==> config.mk <==
export PLATFORM = sky130hd
export DESIGN_NAME = serial_port_config_apply
export DESIGN_NICKNAME = d
export VERILOG_FILES = /design/src/include/serial_cfg_pkg.sv /design/src/hdl/serial_port_config_apply.sv /design/src/hdl/serial_rx.sv /design/src/hdl/serial_tx.sv
export SDC_FILE = /design/constraint.sdc
export NUM_CORES = 1
export LEC_CHECK = 0
export BUFFER_PORTS_ARGS = -buffer_cell sky130_fd_sc_hd__buf_2
export CORE_ASPECT_RATIO = 0.8
export CORE_UTILIZATION = 50
export CTS_BUF_LIST = sky130_fd_sc_hd__clkbuf_4 sky130_fd_sc_hd__clkbuf_8
export CTS_CLUSTER_DIAMETER = 120
export DETAILED_ROUTE_END_ITERATION = 8
export PLACE_DENSITY = 0.72
export SLEW_MARGIN = 20
export SYNTH_ARGS = -nofsm -noshare
export SYNTH_HDL_FRONTEND = slang
export SYNTH_HIERARCHICAL = 1
export SYNTH_SLANG_ARGS = --single-unit
==> constraint.sdc <==
create_clock -name core_clk -period 7.65 [get_ports core_clk]
set_clock_uncertainty 0.15 [all_clocks]
set_input_delay 0.3825 -clock core_clk [delete_from_list [all_inputs] [get_ports core_clk]]
set_output_delay 0.3825 -clock core_clk [all_outputs]
set_load 0.01 [all_outputs]
==> src/include/serial_cfg_pkg.sv <==
// Shared constants, types and helpers for the serial port and its settings.
// Assumes one core clock; every module imports the whole package.
package serial_cfg_pkg;

	localparam int unsigned CLK_HZ_DEF = 250_000_000;
	localparam int unsigned CNT_W      = 20;

	////////////////////////////////////////////////////////////////////////////
	// Register byte offsets
	localparam logic [7:0] OFS_RATE  = 8'h00;
	localparam logic [7:0] OFS_LEN   = 8'h04;
	localparam logic [7:0] OFS_PAR   = 8'h08;
	localparam logic [7:0] OFS_STOP  = 8'h0c;
	localparam logic [7:0] OFS_APPLY = 8'h10;
	localparam logic [7:0] OFS_FLOW  = 8'h14;
	localparam logic [7:0] OFS_STAT  = 8'h18;
	localparam logic [7:0] OFS_TXD   = 8'h1c;
	localparam logic [7:0] OFS_RXD   = 8'h20;
	localparam logic [7:0] OFS_ACT   = 8'h24;

	// Setting words as software writes and reads them, then last data bit indices
	localparam logic [31:0] BPS_300     = 32'h12c;
	localparam logic [31:0] BPS_600     = 32'h258;
	localparam logic [31:0] BPS_1200    = 32'h4b0;
	localparam logic [31:0] BPS_2400    = 32'h960;
	localparam logic [31:0] BPS_4800    = 32'h12c0;
	localparam logic [31:0] BPS_9600    = 32'h2580;
	localparam logic [31:0] LEN_7_W     = 32'h7;
	localparam logic [31:0] LEN_8_W     = 32'h8;
	localparam logic [31:0] STOP_1_W    = 32'h1;
	localparam logic [31:0] STOP_2_W    = 32'h2;
	localparam logic [31:0] CHAR_N_W    = 32'h4e;
	localparam logic [31:0] CHAR_E_W    = 32'h45;
	localparam logic [31:0] CHAR_O_W    = 32'h4f;
	localparam logic [31:0] FLOW_NONE_W = 32'h4e4f4e45;
	localparam logic [3:0]  LAST_BIT_7  = 4'h6;
	localparam logic [3:0]  LAST_BIT_8  = 4'h7;

	// Status bit positions
	localparam int ST_TX_BUSY  = 0;
	localparam int ST_RX_VALID = 1;
	localparam int ST_PAR_ERR  = 2;
	localparam int ST_FRM_ERR  = 3;
	localparam int ST_OVERRUN  = 4;
	localparam int ST_REJECT   = 5;

	////////////////////////////////////////////////////////////////////////////
	typedef enum logic [2:0] {
		RATE_300  = 3'b000,
		RATE_600  = 3'b001,
		RATE_1200 = 3'b010,
		RATE_2400 = 3'b011,
		RATE_4800 = 3'b100,
		RATE_9600 = 3'b101
	} rate_t;

	typedef enum logic [1:0] {
		PAR_NONE = 2'b00,
		PAR_EVEN = 2'b01,
		PAR_ODD  = 2'b10
	} parity_t;

	typedef struct packed {
		rate_t   rate;
		logic    len8;
		parity_t par;
		logic    stop2;
	} serial_cfg_t;

	localparam serial_cfg_t CFG_RESET = '{rate: RATE_9600, len8: 1'h1, par: PAR_NONE,
		stop2: 1'h0};

	typedef struct packed {
		logic        psel;
		logic        penable;
		logic        pwrite;
		logic [7:0]  paddr;
		logic [31:0] pwdata;
	} apb_req_t;

	typedef struct packed {
		logic       valid;
		logic       perr;
		logic       ferr;
		logic [7:0] data;
	} rx_evt_t;

	////////////////////////////////////////////////////////////////////////////
	// Parity bit over the data bits that the frame actually carries
	function automatic logic parity_bit(logic [7:0] d, logic len8, parity_t p);
		logic x;
		x = len8 ? ^d : ^d[6:0];
		return (p == PAR_ODD) ? ~x : x;
	endfunction

	// Returns {legal, code} for a bit rate written in bits per second
	function automatic logic [3:0] rate_code(logic [31:0] w);
		case (w)
			BPS_300:  return {1'h1, RATE_300};
			BPS_600:  return {1'h1, RATE_600};
			BPS_1200: return {1'h1, RATE_1200};
			BPS_2400: return {1'h1, RATE_2400};
			BPS_4800: return {1'h1, RATE_4800};
			BPS_9600: return {1'h1, RATE_9600};
			default:  return {1'h0, RATE_9600};
		endcase
	endfunction

	// Returns {legal, code} for a parity character
	function automatic logic [2:0] par_code(logic [31:0] w);
		case (w)
			CHAR_N_W: return {1'h1, PAR_NONE};
			CHAR_E_W: return {1'h1, PAR_EVEN};
			CHAR_O_W: return {1'h1, PAR_ODD};
			default:  return {1'h0, PAR_NONE};
		endcase
	endfunction

endpackage

==> src/hdl/serial_port_config_apply.sv <==
// Serial port with pending and active settings, reached over APB.
// Assumes an APB master on core_clk; rxd is synchronous to core_clk.
//
// Summary of operation
// - Bit rate is one of 300, 600, 1200, 2400, 4800 or 9600 bits per second.
// - After reset the bit rate setting is 9600 until changed and applied.
// - Data length accepts only 7 or 8; any other written value is refused.
// - After reset the data length is 8 bits.
// - Parity is N for none, E for even or O for odd.
// - Stop bit count accepts only 1 or 2; any other written value is refused.
// - After reset one stop bit is used.
// - Setting writes stay pending and leave the line framing alone until applied.
// - Apply copies every pending setting to the active set and restarts tx and rx.
// - There is no flow control and the flow query always answers none.
// - Every setting reads back: parity as N, E or O, length 7 or 8, a listed rate.
// - The stop bit count reads back as 1 or 2.
`timescale 1ns/1ps
module serial_port_config_apply
	import serial_cfg_pkg::*;
#(
	parameter int unsigned CLK_HZ = CLK_HZ_DEF
) (
	input  wire logic   core_clk,
	input  wire logic   sys_rst,
	input  apb_req_t    apb_req,
	output logic [31:0] prdata,
	output logic        pready,
	output logic        pslverr,
	input  wire logic   rxd,
	output logic        txd,
	output serial_cfg_t active_cfg
);
	typedef struct packed {
		serial_cfg_t pend;
		serial_cfg_t act;
		logic        restart;
		logic [31:0] rdata;
		logic [7:0]  rx_data;
		logic        rx_valid;
		logic        perr;
		logic        ferr;
		logic        ovr;
		logic        rej;
		logic        tx_go;
		logic [7:0]  tx_byte;
	} top_state_t;

	localparam top_state_t TOP_RESET = '{pend: CFG_RESET, act: CFG_RESET, restart: 1'h0,
		rdata: 32'h0, rx_data: 8'h00, rx_valid: 1'h0, perr: 1'h0, ferr: 1'h0, ovr: 1'h0,
		rej: 1'h0, tx_go: 1'h0, tx_byte: 8'h00};

	top_state_t       st_r;
	top_state_t       st_nxt;
	logic             setup;
	logic             access;
	logic             mapped;
	logic             bad_val;
	logic             wr_ok;
	logic             rd_done;
	logic [3:0]       rate_dec;
	logic [2:0]       par_dec;
	logic [31:0]      rd_word;
	logic [31:0]      status;
	logic             tx_busy;
	logic [CNT_W-1:0] bit_cycles;
	rx_evt_t          rx_evt;

	////////////////////////////////////////////////////////////////////////////
	// Each division has constant operands, so it folds to a table of counts
	function automatic logic [CNT_W-1:0] cycles_for(rate_t r);
		case (r)
			RATE_300:  return CNT_W'(CLK_HZ / BPS_300);
			RATE_600:  return CNT_W'(CLK_HZ / BPS_600);
			RATE_1200: return CNT_W'(CLK_HZ / BPS_1200);
			RATE_2400: return CNT_W'(CLK_HZ / BPS_2400);
			RATE_4800: return CNT_W'(CLK_HZ / BPS_4800);
			default:   return CNT_W'(CLK_HZ / BPS_9600);
		endcase
	endfunction

	function automatic logic [31:0] rate_word(rate_t r);
		case (r)
			RATE_300:  return BPS_300;
			RATE_600:  return BPS_600;
			RATE_1200: return BPS_1200;
			RATE_2400: return BPS_2400;
			RATE_4800: return BPS_4800;
			default:   return BPS_9600;
		endcase
	endfunction

	////////////////////////////////////////////////////////////////////////////
	// APB decode; the slave never inserts wait states
	assign setup    = apb_req.psel && !apb_req.penable;
	assign access   = apb_req.psel && apb_req.penable;
	assign rate_dec = rate_code(apb_req.pwdata);
	assign par_dec  = par_code(apb_req.pwdata);
	assign pready   = 1'h1;
	assign pslverr  = access && (!mapped || bad_val);
	assign wr_ok    = access && apb_req.pwrite && mapped && !bad_val;
	assign rd_done  = access && !apb_req.pwrite;

	always_comb begin
		mapped = 1'h1;
		bad_val = 1'h0;
		unique case (apb_req.paddr)
			OFS_RATE: bad_val = apb_req.pwrite && !rate_dec[3];
			OFS_LEN: bad_val = apb_req.pwrite && apb_req.pwdata != LEN_7_W
				&& apb_req.pwdata != LEN_8_W;
			OFS_PAR: bad_val = apb_req.pwrite && !par_dec[2];
			OFS_STOP: bad_val = apb_req.pwrite && apb_req.pwdata != STOP_1_W
				&& apb_req.pwdata != STOP_2_W;
			// A byte written while the transmitter is busy would be lost
			OFS_TXD: bad_val = apb_req.pwrite && (tx_busy || st_r.tx_go);
			OFS_APPLY, OFS_FLOW, OFS_STAT, OFS_RXD, OFS_ACT: bad_val = 1'h0;
			default: mapped = 1'h0;
		endcase
	end

	////////////////////////////////////////////////////////////////////////////
	// Read data is captured in the setup cycle so prdata comes from a flop
	always_comb begin
		status = 32'h0;
		status[ST_TX_BUSY] = tx_busy || st_r.tx_go;
		status[ST_RX_VALID] = st_r.rx_valid;
		status[ST_PAR_ERR] = st_r.perr;
		status[ST_FRM_ERR] = st_r.ferr;
		status[ST_OVERRUN] = st_r.ovr;
		status[ST_REJECT] = st_r.rej;
		rd_word = 32'h0;
		unique case (apb_req.paddr)
			OFS_RATE: rd_word = rate_word(st_r.pend.rate);
			OFS_LEN: rd_word = st_r.pend.len8 ? LEN_8_W : LEN_7_W;
			OFS_PAR: rd_word = (st_r.pend.par == PAR_EVEN) ? CHAR_E_W :
				(st_r.pend.par == PAR_ODD) ? CHAR_O_W : CHAR_N_W;
			OFS_STOP: rd_word = st_r.pend.stop2 ? STOP_2_W : STOP_1_W;
			OFS_FLOW: rd_word = FLOW_NONE_W;
			OFS_STAT: rd_word = status;
			OFS_RXD: rd_word = {24'h0, st_r.rx_data};
			OFS_ACT: rd_word = {25'h0, st_r.act};
			default: rd_word = 32'h0;
		endcase
	end

	////////////////////////////////////////////////////////////////////////////
	always_comb begin
		st_nxt = st_r;
		st_nxt.restart = 1'h0;
		st_nxt.tx_go = 1'h0;
		if (setup) begin
			st_nxt.rdata = rd_word;
		end
		if (wr_ok) begin
			unique case (apb_req.paddr)
				OFS_RATE: st_nxt.pend.rate = rate_t'(rate_dec[2:0]);
				OFS_LEN: st_nxt.pend.len8 = (apb_req.pwdata == LEN_8_W);
				OFS_PAR: st_nxt.pend.par = parity_t'(par_dec[1:0]);
				OFS_STOP: st_nxt.pend.stop2 = (apb_req.pwdata == STOP_2_W);
				OFS_APPLY: begin
					st_nxt.act = st_r.pend;
					st_nxt.restart = 1'h1;
				end
				OFS_TXD: begin
					st_nxt.tx_go = 1'h1;
					st_nxt.tx_byte = apb_req.pwdata[7:0];
				end
				OFS_STAT: begin
					if (apb_req.pwdata[ST_PAR_ERR]) st_nxt.perr = 1'h0;
					if (apb_req.pwdata[ST_FRM_ERR]) st_nxt.ferr = 1'h0;
					if (apb_req.pwdata[ST_OVERRUN]) st_nxt.ovr = 1'h0;
					if (apb_req.pwdata[ST_REJECT]) st_nxt.rej = 1'h0;
				end
				default: st_nxt.tx_go = 1'h0;
			endcase
		end
		if (rd_done && apb_req.paddr == OFS_RXD) begin
			st_nxt.rx_valid = 1'h0;
		end
		// Hardware sets come after the clears so a same-cycle event is kept
		if (access && apb_req.pwrite && bad_val) begin
			st_nxt.rej = 1'h1;
		end
		if (rx_evt.valid) begin
			st_nxt.rx_data = rx_evt.data;
			st_nxt.rx_valid = 1'h1;
			st_nxt.perr = st_r.perr || rx_evt.perr;
			st_nxt.ferr = st_r.ferr || rx_evt.ferr;
			if (st_r.rx_valid && !(rd_done && apb_req.paddr == OFS_RXD)) begin
				st_nxt.ovr = 1'h1;
			end
		end
	end

	always_ff @(posedge core_clk) begin
		if (sys_rst) begin
			st_r <= TOP_RESET;
		end else begin
			st_r <= st_nxt;
		end
	end

	assign prdata     = st_r.rdata;
	assign active_cfg = st_r.act;

	assign bit_cycles = cycles_for(st_r.act.rate);

	////////////////////////////////////////////////////////////////////////////
	serial_tx u_tx (
		.core_clk   (core_clk),
		.sys_rst    (sys_rst),
		.restart    (st_r.restart),
		.cfg        (st_r.act),
		.bit_cycles (bit_cycles),
		.start      (st_r.tx_go),
		.data       (st_r.tx_byte),
		.busy       (tx_busy),
		.txd        (txd)
	);

	serial_rx u_rx (
		.core_clk   (core_clk),
		.sys_rst    (sys_rst),
		.restart    (st_r.restart),
		.cfg        (st_r.act),
		.bit_cycles (bit_cycles),
		.rxd        (rxd),
		.evt        (rx_evt)
	);
endmodule

==> src/hdl/serial_rx.sv <==
// Serial receiver: samples each bit at its centre and reports one event per frame.
// Assumes rxd is synchronous to core_clk; cfg changes only with a restart pulse.
`timescale 1ns/1ps
module serial_rx
	import serial_cfg_pkg::*;
(
	input  wire logic             core_clk,
	input  wire logic             sys_rst,
	input  wire logic             restart,
	input  serial_cfg_t           cfg,
	input  wire logic [CNT_W-1:0] bit_cycles,
	input  wire logic             rxd,
	output rx_evt_t               evt
);
	typedef enum logic [2:0] {
		RX_IDLE  = 3'b000,
		RX_START = 3'b001,
		RX_DATA  = 3'b010,
		RX_PAR   = 3'b011,
		RX_STOP  = 3'b100
	} rx_st_t;

	typedef struct packed {
		rx_st_t           st;
		logic [CNT_W-1:0] cnt;
		logic [3:0]       nbit;
		logic [7:0]       sh;
		logic             perr;
		rx_evt_t          evt;
	} rx_state_t;

	localparam rx_state_t RX_RESET = '{st: RX_IDLE, cnt: '0, nbit: 4'h0, sh: 8'h00,
		perr: 1'h0, evt: '0};

	rx_state_t        st_r;
	rx_state_t        st_nxt;
	logic             tick;
	logic [CNT_W-1:0] reload;
	logic [7:0]       byte_in;

	////////////////////////////////////////////////////////////////////////////
	always_comb begin
		st_nxt = st_r;
		st_nxt.evt.valid = 1'h0;
		tick = (st_r.cnt == '0);
		reload = bit_cycles - 1'h1;
		// Seven-bit frames shift in one place short
		byte_in = cfg.len8 ? st_r.sh : {1'h0, st_r.sh[7:1]};
		if (st_r.st != RX_IDLE && !tick) begin
			st_nxt.cnt = st_r.cnt - 1'h1;
		end
		unique case (st_r.st)
			RX_IDLE: begin
				if (!rxd) begin
					st_nxt.st = RX_START;
					st_nxt.cnt = bit_cycles >> 1;
					st_nxt.perr = 1'h0;
				end
			end
			RX_START: begin
				// A start bit shorter than half a bit is taken as noise
				if (tick) begin
					st_nxt.st = rxd ? RX_IDLE : RX_DATA;
					st_nxt.cnt = reload;
					st_nxt.nbit = 4'h0;
				end
			end
			RX_DATA: begin
				if (tick) begin
					st_nxt.cnt = reload;
					st_nxt.sh = {rxd, st_r.sh[7:1]};
					st_nxt.nbit = st_r.nbit + 1'h1;
					if (st_r.nbit == (cfg.len8 ? LAST_BIT_8 : LAST_BIT_7)) begin
						st_nxt.st = (cfg.par == PAR_NONE) ? RX_STOP : RX_PAR;
					end
				end
			end
			RX_PAR: begin
				if (tick) begin
					st_nxt.st = RX_STOP;
					st_nxt.cnt = reload;
					st_nxt.perr = (rxd != parity_bit(byte_in, cfg.len8, cfg.par));
				end
			end
			RX_STOP: begin
				// Only the first stop bit is checked, so a sender with two is accepted
				if (tick) begin
					st_nxt.st = RX_IDLE;
					st_nxt.evt = '{valid: 1'h1, perr: st_r.perr, ferr: !rxd, data: byte_in};
				end
			end
			default: st_nxt = RX_RESET;
		endcase
		if (restart) begin
			st_nxt = RX_RESET;
		end
	end

	always_ff @(posedge core_clk) begin
		if (sys_rst) begin
			st_r <= RX_RESET;
		end else begin
			st_r <= st_nxt;
		end
	end

	assign evt = st_r.evt;

endmodule

==> src/hdl/serial_tx.sv <==
// Serial transmitter: start bit, data LSB first, optional parity, stop bits.
// Assumes cfg and bit_cycles only change together with a restart pulse.
`timescale 1ns/1ps
module serial_tx
	import serial_cfg_pkg::*;
(
	input  wire logic             core_clk,
	input  wire logic             sys_rst,
	input  wire logic             restart,
	input  serial_cfg_t           cfg,
	input  wire logic [CNT_W-1:0] bit_cycles,
	input  wire logic             start,
	input  wire logic [7:0]       data,
	output logic                  busy,
	output logic                  txd
);
	typedef enum logic [2:0] {
		TX_IDLE  = 3'b000,
		TX_START = 3'b001,
		TX_DATA  = 3'b010,
		TX_PAR   = 3'b011,
		TX_STOP  = 3'b100
	} tx_st_t;

	typedef struct packed {
		tx_st_t           st;
		logic [CNT_W-1:0] cnt;
		logic [3:0]       nbit;
		logic [7:0]       sh;
		logic             pbit;
		logic             line;
	} tx_state_t;

	localparam tx_state_t TX_RESET = '{st: TX_IDLE, cnt: '0, nbit: 4'h0, sh: 8'h00,
		pbit: 1'h0, line: 1'h1};

	tx_state_t        st_r;
	tx_state_t        st_nxt;
	logic             tick;
	logic [CNT_W-1:0] reload;

	////////////////////////////////////////////////////////////////////////////
	always_comb begin
		st_nxt = st_r;
		tick = (st_r.cnt == '0);
		reload = bit_cycles - 1'h1;
		if (st_r.st != TX_IDLE && !tick) begin
			st_nxt.cnt = st_r.cnt - 1'h1;
		end
		unique case (st_r.st)
			TX_IDLE: begin
				if (start) begin
					st_nxt.st = TX_START;
					st_nxt.cnt = reload;
					st_nxt.sh = data;
					st_nxt.pbit = parity_bit(data, cfg.len8, cfg.par);
					st_nxt.nbit = 4'h0;
					st_nxt.line = 1'h0;
				end
			end
			TX_START, TX_DATA: begin
				if (tick) begin
					st_nxt.cnt = reload;
					st_nxt.line = st_r.sh[0];
					st_nxt.sh = st_r.sh >> 1;
					if (st_r.st == TX_DATA) begin
						st_nxt.nbit = st_r.nbit + 1'h1;
						if (st_r.nbit == (cfg.len8 ? LAST_BIT_8 : LAST_BIT_7)) begin
							st_nxt.nbit = 4'h0;
							st_nxt.st = (cfg.par == PAR_NONE) ? TX_STOP : TX_PAR;
							st_nxt.line = (cfg.par == PAR_NONE) ? 1'h1 : st_r.pbit;
						end
					end else begin
						st_nxt.st = TX_DATA;
					end
				end
			end
			TX_PAR: begin
				if (tick) begin
					st_nxt.st = TX_STOP;
					st_nxt.cnt = reload;
					st_nxt.line = 1'h1;
				end
			end
			TX_STOP: begin
				if (tick) begin
					st_nxt.cnt = reload;
					if (cfg.stop2 && st_r.nbit == 4'h0) begin
						st_nxt.nbit = 4'h1;
					end else begin
						st_nxt.st = TX_IDLE;
					end
				end
			end
			default: st_nxt = TX_RESET;
		endcase
		// A restart drops any frame in flight; the line returns to idle high
		if (restart) begin
			st_nxt = TX_RESET;
		end
	end

	always_ff @(posedge core_clk) begin
		if (sys_rst) begin
			st_r <= TX_RESET;
		end else begin
			st_r <= st_nxt;
		end
	end

	assign busy = (st_r.st != TX_IDLE);
	assign txd  = st_r.line;
endmodule

==> impl_metrics.toml, run 1 <==
[clocking]
clock_latency_ns = 0.46
cts_root_buffer = "clkbuf_8"
cts_inserted_buffers = 17
holdBufCountCts = 0
cts_tree = "built"
cts_max_level = 4
cts_setup_buffers = 0
cts.reportedPaths.clkPinSlew_ns = 0.08
cts_sinks = 136
cts_resized = 0
cts_buffer_depth = 2

[min_path]
min-delay-path-class = "primary input to flip-flop"

[route]
wire_per_inst_um = 17.2
dr.pass1.iters = 5
totalWireLength_mm = 23.4
drc = 0
dr_total_vias = 8294
ant_nets = 0
via_per_inst = 6.09
drt_iter0_drc = 798

[timing]
drv_slew = 0
finalSetupViolations = 0
tns_ns = 0
tightest_slew_ns = 0.956
fin_crit_ns = 4.45
hold_violations = 0
slew_headroom_pct = 36.1
rsz0062_at_grt = "no"
fmax_ghz = 0.225
period_share_pct = 58.2

[setup_path]
ff2ff_setup_slack_ns = 3.84
worstPathMaxFanout = 29
required_ns = 7.12
arrival_ns = 3.92
criticalPathCategory = "flip-flop to primary output"
worst_setup_path_end_kind = "primary output"
cpPeakStageDelay_ns = 0.71
critPathTopFamily = "compound AO/OA/AOI/OAI gates"
cp.buffers_inverters = 2
path_cells = "nor3_1 -> inv_1 -> o2111a_1 -> a221oi_1 -> a21boi_2 -> nor3b_1 -> o22ai_1 -> buf_2"
cp-start-kind = "flip-flop"
slowest_stage = "nor3_1"

[floorplanning]
rows = 43
die_y_um = 122
start_util_pct = 51.4
ios = 88
coreArea_mm2 = 0.0174
die_w_um = 152
dieArea_mm2 = 0.0185

[power_and_ir_drop]
power_mw = 1.74
worst_ir_drop_vdd_uv = 124
leakagePower_nw = 3.30
power_density_mw_per_mm2 = 184

[yosys]
synth_edf_count = 0
yosysWarnings = 6
synth.distinct_cells = 85
netlist_area_mm2 = 0.00896
syn_area_per_cell_um2 = 7.96
syn_inst = 1125
ys_seq_area_share_pct = 30.4
synth_ff_type = "dfxtp_1"
ys_seq_elements = 136
async_flop_share_pct = 0

[grt]
grt_pass1_wl_mm = 38.0
antenna_found_initial = 0
grt-ovfl-total = 0
grt_pass1_vias = 7466
grt_max_degree = 62
grt_usage_pct = 26.2

[finish]
nNetsFinal = 1179
drive_gt1_share_pct = 13.8
final_cell_mix = "dfxtp_1 (136), nor2_1 (112), nand2_1 (82)"
n_antenna_cell = 0
area_growth_pct = 5.53
mostFrequentLayoutCell = "dfxtp_1"

[outcome]
status = "completed"

[placement]
hpwl_mm = 16.9
numPortBuffers = 78
place.gp.congestion = 0.934

[flow_run]
maxCapViolCount = 0
-- metrics by stage --
step                      instances  hold WS [ns]  worst slack (ns)  utilization [%]  cell area [um^2]
final                          1361        0.0959              3.20             54.2              9450
after global routing           1361        0.0831              2.86             54.2              9450
after CTS                      1361        0.0659              3.23             54.2              9450
after detailed placement       1329         0.294              3.74             51.9              9050
after global placement         1329         0.290              3.92             51.9              9050
after floorplan                1132         0.276              4.38                -              8980
-- registers in the layout, summed over array words and instances, names as in the netlist --
name,flops
u_rx/evt,11
u_rx/st_r,36
active_cfg,7
u_tx/txd,1
st_r,30
u_tx/st_r,36
prdata,15
-- kinds of logic (layout without fill, tap and decap cells) --
logic type               after synthesis  after routing  share of synthesized area, %
adder cells (fa/ha/maj)               10             10                          1.40
flip-flops                           136            136                          30.4
buffers and inverters                145            149                          8.69
other                                  2              9                        0.0839
XOR/XNOR                              89             89                          8.70
AO/OA/AOI/OAI                        265            265                          20.1
multiplexers                          28             28                          3.23
AND/OR/NAND/NOR                      450            450                          27.4
-- worst min-delay path: stages --
cell	delay (ns)
buf_2	0.14
nand4_1	0.08
a21oi_1	0.06
-- cell usage after synthesis, drive strengths merged, types with 12 or more instances --
cell type,number,area share (%)
nand2,83,3.5
o21ai,61,3.5
nor2b,17,1.2
clkbuf,41,1.7
buf,73,5.7
nand4,29,2.1
xnor2,63,6.2
or3,20,1.4
o22ai,35,2.4
nor3,47,2.6
a21oi,52,2.9
inv,31,1.3
dfxtp,136,30
nand3,27,1.6
mux2i,24,2.7
nor4,35,3.3
xor2,26,2.5
nor2,114,4.9
nand2b,12,0.84
-- area by class of cell --
type	instances	area [um^2]
fill	1661	7980
multi-input combinational	851	5480
sequential	136	2720
timing repair buffer	86	450
tap	225	282
clock buffer	18	248
clock inverter	14	151
inverter	31	116
-- final timing paths --
kind	from	endpoint	depth (start not counted)
max	u_tx/st_r[36]	pslverr	8
min	apb_req[7]	st_r[7]	3
max reg2reg	u_tx/st_r[36]	st_r[67]	7
min reg2reg	u_rx/evt[6]	u_rx/evt[6]	2
-- where the power goes --
part / internal [mW] / total, mW / switching, mW
logic: 0.140 / 0.355 / 0.215
clock network: 0.255 / 0.601 / 0.345
registers: 0.742 / 0.786 / 0.0433
-- metal layers --
metal,global-route usage (%),part of all wire [%],vias up
met2,37.2,42,279
met5,0,0,-
met1,38.3,49,3917
li1,-,-,4066
met4,9.72,1.8,0
met3,5.77,7.1,32
(Power assumes the default switching activity.)
==> run 2: changes to the inputs <==
--- a/config.mk
+++ b/config.mk
@@ -5,6 +5,7 @@
 export SDC_FILE = /design/constraint.sdc
 export NUM_CORES = 1
 export LEC_CHECK = 0
+export ABC_AREA = 1
 export BUFFER_PORTS_ARGS = -buffer_cell sky130_fd_sc_hd__buf_2
 export CORE_ASPECT_RATIO = 0.8
 export CORE_UTILIZATION = 50
==> constraint.sdc (replaced) <==
create_clock -name core_clk -period 4.5 [get_ports core_clk]
set_clock_uncertainty 0.15 [all_clocks]
set_input_delay 0.225 -clock core_clk [delete_from_list [all_inputs] [get_ports core_clk]]
set_output_delay 0.225 -clock core_clk [all_outputs]
set_load 0.01 [all_outputs]
==> run 2 against run 1 <==
Against the previous run:
- clock power is 75% higher
- largest power group is now combinational logic
- synthesized cell count is 54% higher
- synthesized area is 16% higher
==> impl_metrics.toml, run 2 <==
[outcome]
status = "completed"

[floorplanning]
start_util_pct = 51.9
dieArea_mm2 = 0.0214
die_y_um = 131
coreArea_mm2 = 0.0201
ios = 88
die_w_um = 163
rows = 46

[yosys]
synth.largest_area_cell = "dfxtp_1"
yosysMostFrequentCell = "nand2_1"
ys_seq_elements = 136
ys_top_cells_by_count = "nand2_1 (478), nor2_1 (260), inv_1 (216), nand3_1 (137), dfxtp_1 (136)"
synth_top_area_share_pct = 26.1
async_flop_share_pct = 0
syn_area_per_cell_um2 = 6.02
netlist_area_mm2 = 0.0104
synth_ff_type = "dfxtp_1"
yosysWarnings = 6
synthTopCellsByArea = "dfxtp_1 (26%), nand2_1 (17%), nor2_1 (9.4%)"
ys_seq_area_share_pct = 26.1
syn_inst = 1729
synth_edf_count = 0
synth.distinct_cells = 55

[finish]
final_cell_count_no_fill = 2037
top_regs = "u_rx/st_r (36), u_tx/st_r (36), st_r (30)"
area_growth_pct = 6.52
fin_area_mm2 = 0.0111
drive_gt1_share_pct = 11.6
final_util_pct = 55.2
mostFrequentLayoutCell = "nand2_1"
nNetsFinal = 1816
n_antenna_cell = 0
fill_cells = 2072
final_cell_mix = "nand2_1 (478), nor2_1 (260), inv_1 (216)"

[placement]
place.gp.congestion = 0.917
post_dp_cell_area_mm2 = 0.0106
hpwl_mm = 21.5
numPortBuffers = 78
dp_cells = 1996

[route]
ant_nets = 0
drc = 0
dr.pass1.iters = 5
totalWireLength_mm = 28.6
dr_total_vias = 10800
drt_iter0_drc = 1037
via_per_inst = 5.28
wire_per_inst_um = 14.0

[grt]
grt_pass1_vias = 9507
antenna_found_initial = 1
grt_max_degree = 36
grt-ovfl-total = 0
grt_pass1_wl_mm = 46.6
grt_usage_pct = 27.2

[timing]
finalSetupViolations = 0
tns_ns = 0
fin_crit_ns = 2.93
period_share_pct = 65.1
slew_headroom_pct = 25.9
fmax_ghz = 0.341
rsz0062_at_grt = "no"
hold_violations = 0
drv_slew = 0
tightest_slew_ns = 1.11
hold_ws_ns = 0.0177

[setup_path]
worstPathMaxFanout = 9
cp-start-kind = "flip-flop"
required_ns = 4.73
r2r_cells = 16
arrival_ns = 3.16
criticalPathCategory = "flip-flop to flip-flop"
worst_setup_path_end_kind = "flip-flop"

[clocking]
cts_resized = 0
clock_latency_ns = 0.46
cts_setup_buffers = 0
cts_inserted_buffers = 17
cts_root_buffer = "clkbuf_8"
cts_tree = "built"
cts_max_level = 4
cts_buffer_depth = 2
holdBufCountCts = 9
cts_sinks = 136
cts.reportedPaths.clkPinSlew_ns = 0.10

[min_path]
min-delay-path-class = "primary input to flip-flop"
min_path_cells = 5

[flow_run]
maxCapViolCount = 0

[power_and_ir_drop]
leakagePower_nw = 5.39
worst_ir_drop_vdd_uv = 322
power_density_mw_per_mm2 = 474
==> run 2: cell types whose count changed after synthesis, sizes merged, moves of 15 or more <==
cell    before  now
inv         31  237
nor2       114  286
clkbuf      41   17
nor3        47   21
nor4        35    1
or3         20    0
nor2b       17    0
xor2        26   41
xnor2       63   14
o22ai       35    2
mux2i       24    0
nand3       27  140
nand2       83  500
a21oi       52   97
==> run 2: stage by stage <==
stage               power [mW]  worst slack (ns)
global route              5.67              1.18
finish                    5.26              1.57
floorplan                 3.71              2.03
detailed placement        4.17              1.62
global placement          4.12              1.75
CTS                       5.23              1.60
==> run 2: critical path: stages (launching register included) <==
cell and delay (ns):
dfxtp_1 0.41, inv_1 0.09, nor2_1 0.16, nand2_1 0.09, nand2_1 0.23, inv_1 0.22, nand2_1 0.29, inv_1 0.21
inv_1 0.13, nand2_1 0.06, nor2_1 0.10, nand3_1 0.07, nor2_1 0.18, nand3_1 0.12, a21oi_1 0.12, o21ai_0 0.09
a21oi_1 0.12
==> run 2: cell type report <==
cell class	count	area, um^2	share of cell area [%]
well taps	264	330	2.98
flip-flops and latches	136	2720	24.5
multi-input cells	1273	6200	55.9
repair buffers	91	510	4.60
clock inverters	15	189	1.70
clock buffers	17	234	2.11
inverters	241	907	8.18
==> run 2: cells by family (layout without fill, tap and decap cells) <==
kind of cell / count (synthesis) / in the layout / share of synthesized area, %
XOR/XNOR: 55 / 55 / 4.63
AO/OA/AOI/OAI: 216 / 216 / 12.2
buffers and inverters: 327 / 364 / 14.6
flip-flops: 136 / 136 / 26.1
adder cells (fa/ha/maj): 10 / 10 / 1.20
AND/OR/NAND/NOR: 983 / 983 / 41.2
other: 2 / 9 / 0.0721
==> run 2: worst paths after layout <==
kind / startpoint / endpoint / slack (ns)
setup reg to reg: active_cfg[4] / u_rx/st_r[43] / 1.57
setup / recovery: active_cfg[4] / u_rx/st_r[43] / 1.57
hold / removal: apb_req[41] / st_r[9] / 0.02
hold reg to reg: u_rx/st_r[11] / u_rx/evt[9] / 0.31
==> run 2: layer usage <==
metal / track usage [%] / routed length [um] / vias up
li1: - / - / 5480
met1: 40.0 / 14300 / 4899
met2: 40.6 / 12000 / 346
met3: 4.69 / 1930 / 34
met4: 6.87 / 382 / 2
met5: 0 / 13 / -
==> run 2: where the power goes <==
part / internal [mW] / total [mW] / switching [mW]
registers: 1.35 / 1.53 / 0.179
logic: 0.864 / 2.68 / 1.81
clock network: 0.432 / 1.05 / 0.619
total: 2.64 / 5.26 / 2.61
==> run 3: changes to the inputs <==
--- a/config.mk
+++ b/config.mk
@@ -5,14 +5,14 @@
 export SDC_FILE = /design/constraint.sdc
 export NUM_CORES = 1
 export LEC_CHECK = 0
-export ABC_AREA = 1
+export ABC_AREA = 0
 export BUFFER_PORTS_ARGS = -buffer_cell sky130_fd_sc_hd__buf_2
 export CORE_ASPECT_RATIO = 0.8
 export CORE_UTILIZATION = 50
 export CTS_BUF_LIST = sky130_fd_sc_hd__clkbuf_4 sky130_fd_sc_hd__clkbuf_8
 export CTS_CLUSTER_DIAMETER = 120
 export DETAILED_ROUTE_END_ITERATION = 8
-export PLACE_DENSITY = 0.72
+export PLACE_DENSITY = 0.75
 export SLEW_MARGIN = 20
 export SYNTH_ARGS = -nofsm -noshare
 export SYNTH_HDL_FRONTEND = slang
==> constraint.sdc (replaced) <==
create_clock -name core_clk -period 2.5 [get_ports core_clk]
set_clock_uncertainty 0.15 [all_clocks]
set_input_delay 0.125 -clock core_clk [delete_from_list [all_inputs] [get_ports core_clk]]
set_output_delay 0.125 -clock core_clk [all_outputs]
set_load 0.01 [all_outputs]
==> run 3 against run 2 <==
Against the previous run:
- clock power up 73%
- first-iteration DRC count decreased by 15%
- utilization increased by 8.1 points
- via count fell by 16%
- the flow now finishes with violations (setup timing)
- clock-buffer cell count increased by 1
- non-clock buffer count rose by 139
- setup slack worse by 1.7 ns
- critical path depth shrank 8
- sequential cell count did not move
==> impl_metrics.toml, run 3 (synthesis results as in run 1) <==
[outcome]
status = "finished with violations"
violations = "setup timing"

[setup_path]
cp-start-kind = "flip-flop"
ff2ff_setup_slack_ns = -0.04
cpPeakStageDelay_ns = 0.34
worstPathMaxFanout = 2
path_cells = "nor3_4 -> inv_2 -> o2111a_1 -> a221oi_2 -> a21boi_2 -> nor3b_4 -> o22ai_2 -> buf_2"
critPathTopFamily = "compound AO/OA/AOI/OAI gates"
required_ns = 2.23
cp.buffers_inverters = 2
criticalPathCategory = "flip-flop to primary output"
slowest_stage = "dfxtp_2"
worst_setup_path_end_kind = "primary output"
arrival_ns = 2.32

[floorplanning]
start_util_pct = 51.4
rows = 43
die_y_um = 122
ios = 88
die_w_um = 152
dieArea_mm2 = 0.0185
coreArea_mm2 = 0.0174

[min_path]
min-delay-path-class = "primary input to flip-flop"

[clocking]
clock_latency_ns = 0.47
cts_buffer_depth = 2
cts_max_level = 4
cts_sinks = 136
cts_tree = "built"
cts.reportedPaths.clkPinSlew_ns = 0.09
cts_inserted_buffers = 17
cts_root_buffer = "clkbuf_8"

[route]
dr.pass1.iters = 7
dr_total_vias = 9073
totalWireLength_mm = 26.2
via_per_inst = 6.03
drt_iter0_drc = 884
ant_nets = 0
wire_per_inst_um = 17.4
drc = 0

[finish]
top_regs = "u_rx/st_r (36), u_tx/st_r (36), st_r (30)"
n_antenna_cell = 0
nNetsFinal = 1323
mostFrequentLayoutCell = "dfxtp_1"
area_growth_pct = 23.3
final_util_pct = 63.4
multi_input_area_mm2 = 0.00588
final_cell_mix = "dfxtp_1 (128), buf_4 (120), nor2_1 (105)"
seq_area_mm2 = 0.00274
fill_cells = 1410
drive_gt1_share_pct = 27.8

[timing]
finalSetupViolations = 9
fin_crit_ns = 2.60
hold_violations = 0
fmax_ghz = 0.385
hold_ws_ns = 0.0443
tightest_slew_ns = 0.775
rsz0062_at_grt = "yes"
period_share_pct = 104
slew_headroom_pct = 47.9
setup_ws_ns = -0.0953
drv_slew = 0

[power_and_ir_drop]
leakagePower_nw = 4.07
worst_ir_drop_vdd_uv = 363
p_int_mw = 3.74
power_density_mw_per_mm2 = 520
seqPwrFrac_pct = 41.3
p_sw_mw = 2.00
switching_share_pct = 34.8
power_mw = 5.75
comb_power_share_pct = 27.0
clockPowerShare_pct = 31.7

[grt]
grt_pass1_wl_mm = 41.7
grt-ovfl-total = 0
antenna_found_initial = 0
grt_usage_pct = 28.6
grt_max_degree = 45
grt_pass1_vias = 8373

[placement]
hpwl_mm = 18.6
numPortBuffers = 78
place.gp.congestion = 0.951

[flow_run]
maxCapViolCount = 0
[run 3: cell types whose count changed in the layout (fill, tap and decap cells not counted), moves of 17 or more]
cell	before	now
nor4_1	1	20
o22ai_1	2	34
xnor2_1	14	61
inv_1	216	26
nor3_1	18	36
nand3_1	137	25
or3_1	0	17
nand2_1	478	77
nor2_1	260	105
a21oi_1	96	46
mux2i_1	0	24
buf_4	4	120
[run 3: power by group through the flow]
| stage | registers [mW] | logic, mW | clock network (mW) |
|---|---|---|---|
| 2_1_floorplan | 2.40 | 0.913 | 0 |
| 3_3_place_gp | 2.42 | 1.32 | 0 |
| 3_5_place_dp | 2.43 | 1.34 | 0 |
| 4_1_cts | 2.38 | 1.41 | 1.85 |
| 5_1_grt | 2.39 | 1.66 | 1.96 |
| 6_report | 2.38 | 1.55 | 1.82 |
[run 3: tightest hold or removal path, stage by stage]
cell     delay [ns]
buf_2          0.13
nor4b_1        0.06
buf_4          0.16
nand3_1        0.08
a21oi_1        0.05
[run 3: path summary, 6_finish.rpt]
kind	start	endpoint	cells after the start
max	u_tx/st_r[36]	pslverr	8
min	apb_req[39]	prdata[27]	5
max reg2reg	u_tx/st_r[15]	u_tx/st_r[27]	9
min reg2reg	u_rx/st_r[23]	u_rx/st_r[23]	1
[run 3: area by class of cell]
type | count | share of cell area (%)
timing repair buffer | 230 | 14.8
sequential | 136 | 24.8
tap | 225 | 2.55
inverter | 31 | 1.05
clock buffer | 18 | 2.24
multi-input combinational | 851 | 53.3
clock inverter | 14 | 1.31
[run 3: per-layer routing]
layer  up-vias  global-route usage [%]  wire, um
met5         -                       0         0
met4         0                    9.10       322
met3        34                    7.45      2250
met2       404                    43.3     11900
met1      4265                    39.3     11800
li1       4370                       -         -
[run 3: through the flow]
step,setup TNS [ns],instances,instance area [um^2],worst slack [ns]
2_1_floorplan,-0.0615,1132,9120,-0.0419
3_3_place_gp,0,1438,10000,0.0199
3_5_place_dp,-0.0645,1438,10000,-0.0405
4_1_cts,-0.0817,1492,10700,-0.0817
5_1_grt,-0.912,1505,11000,-0.184
6_report,-0.289,1505,11000,-0.0953
[run 3: what timing repair did]
item,CTS,global route
hold endpoints to repair,26,0
resized for setup,12,70
setup endpoints to repair,23,80
pin swaps,1,30
cloned,0,2
hold buffers,19,0
buffers inserted,3,11
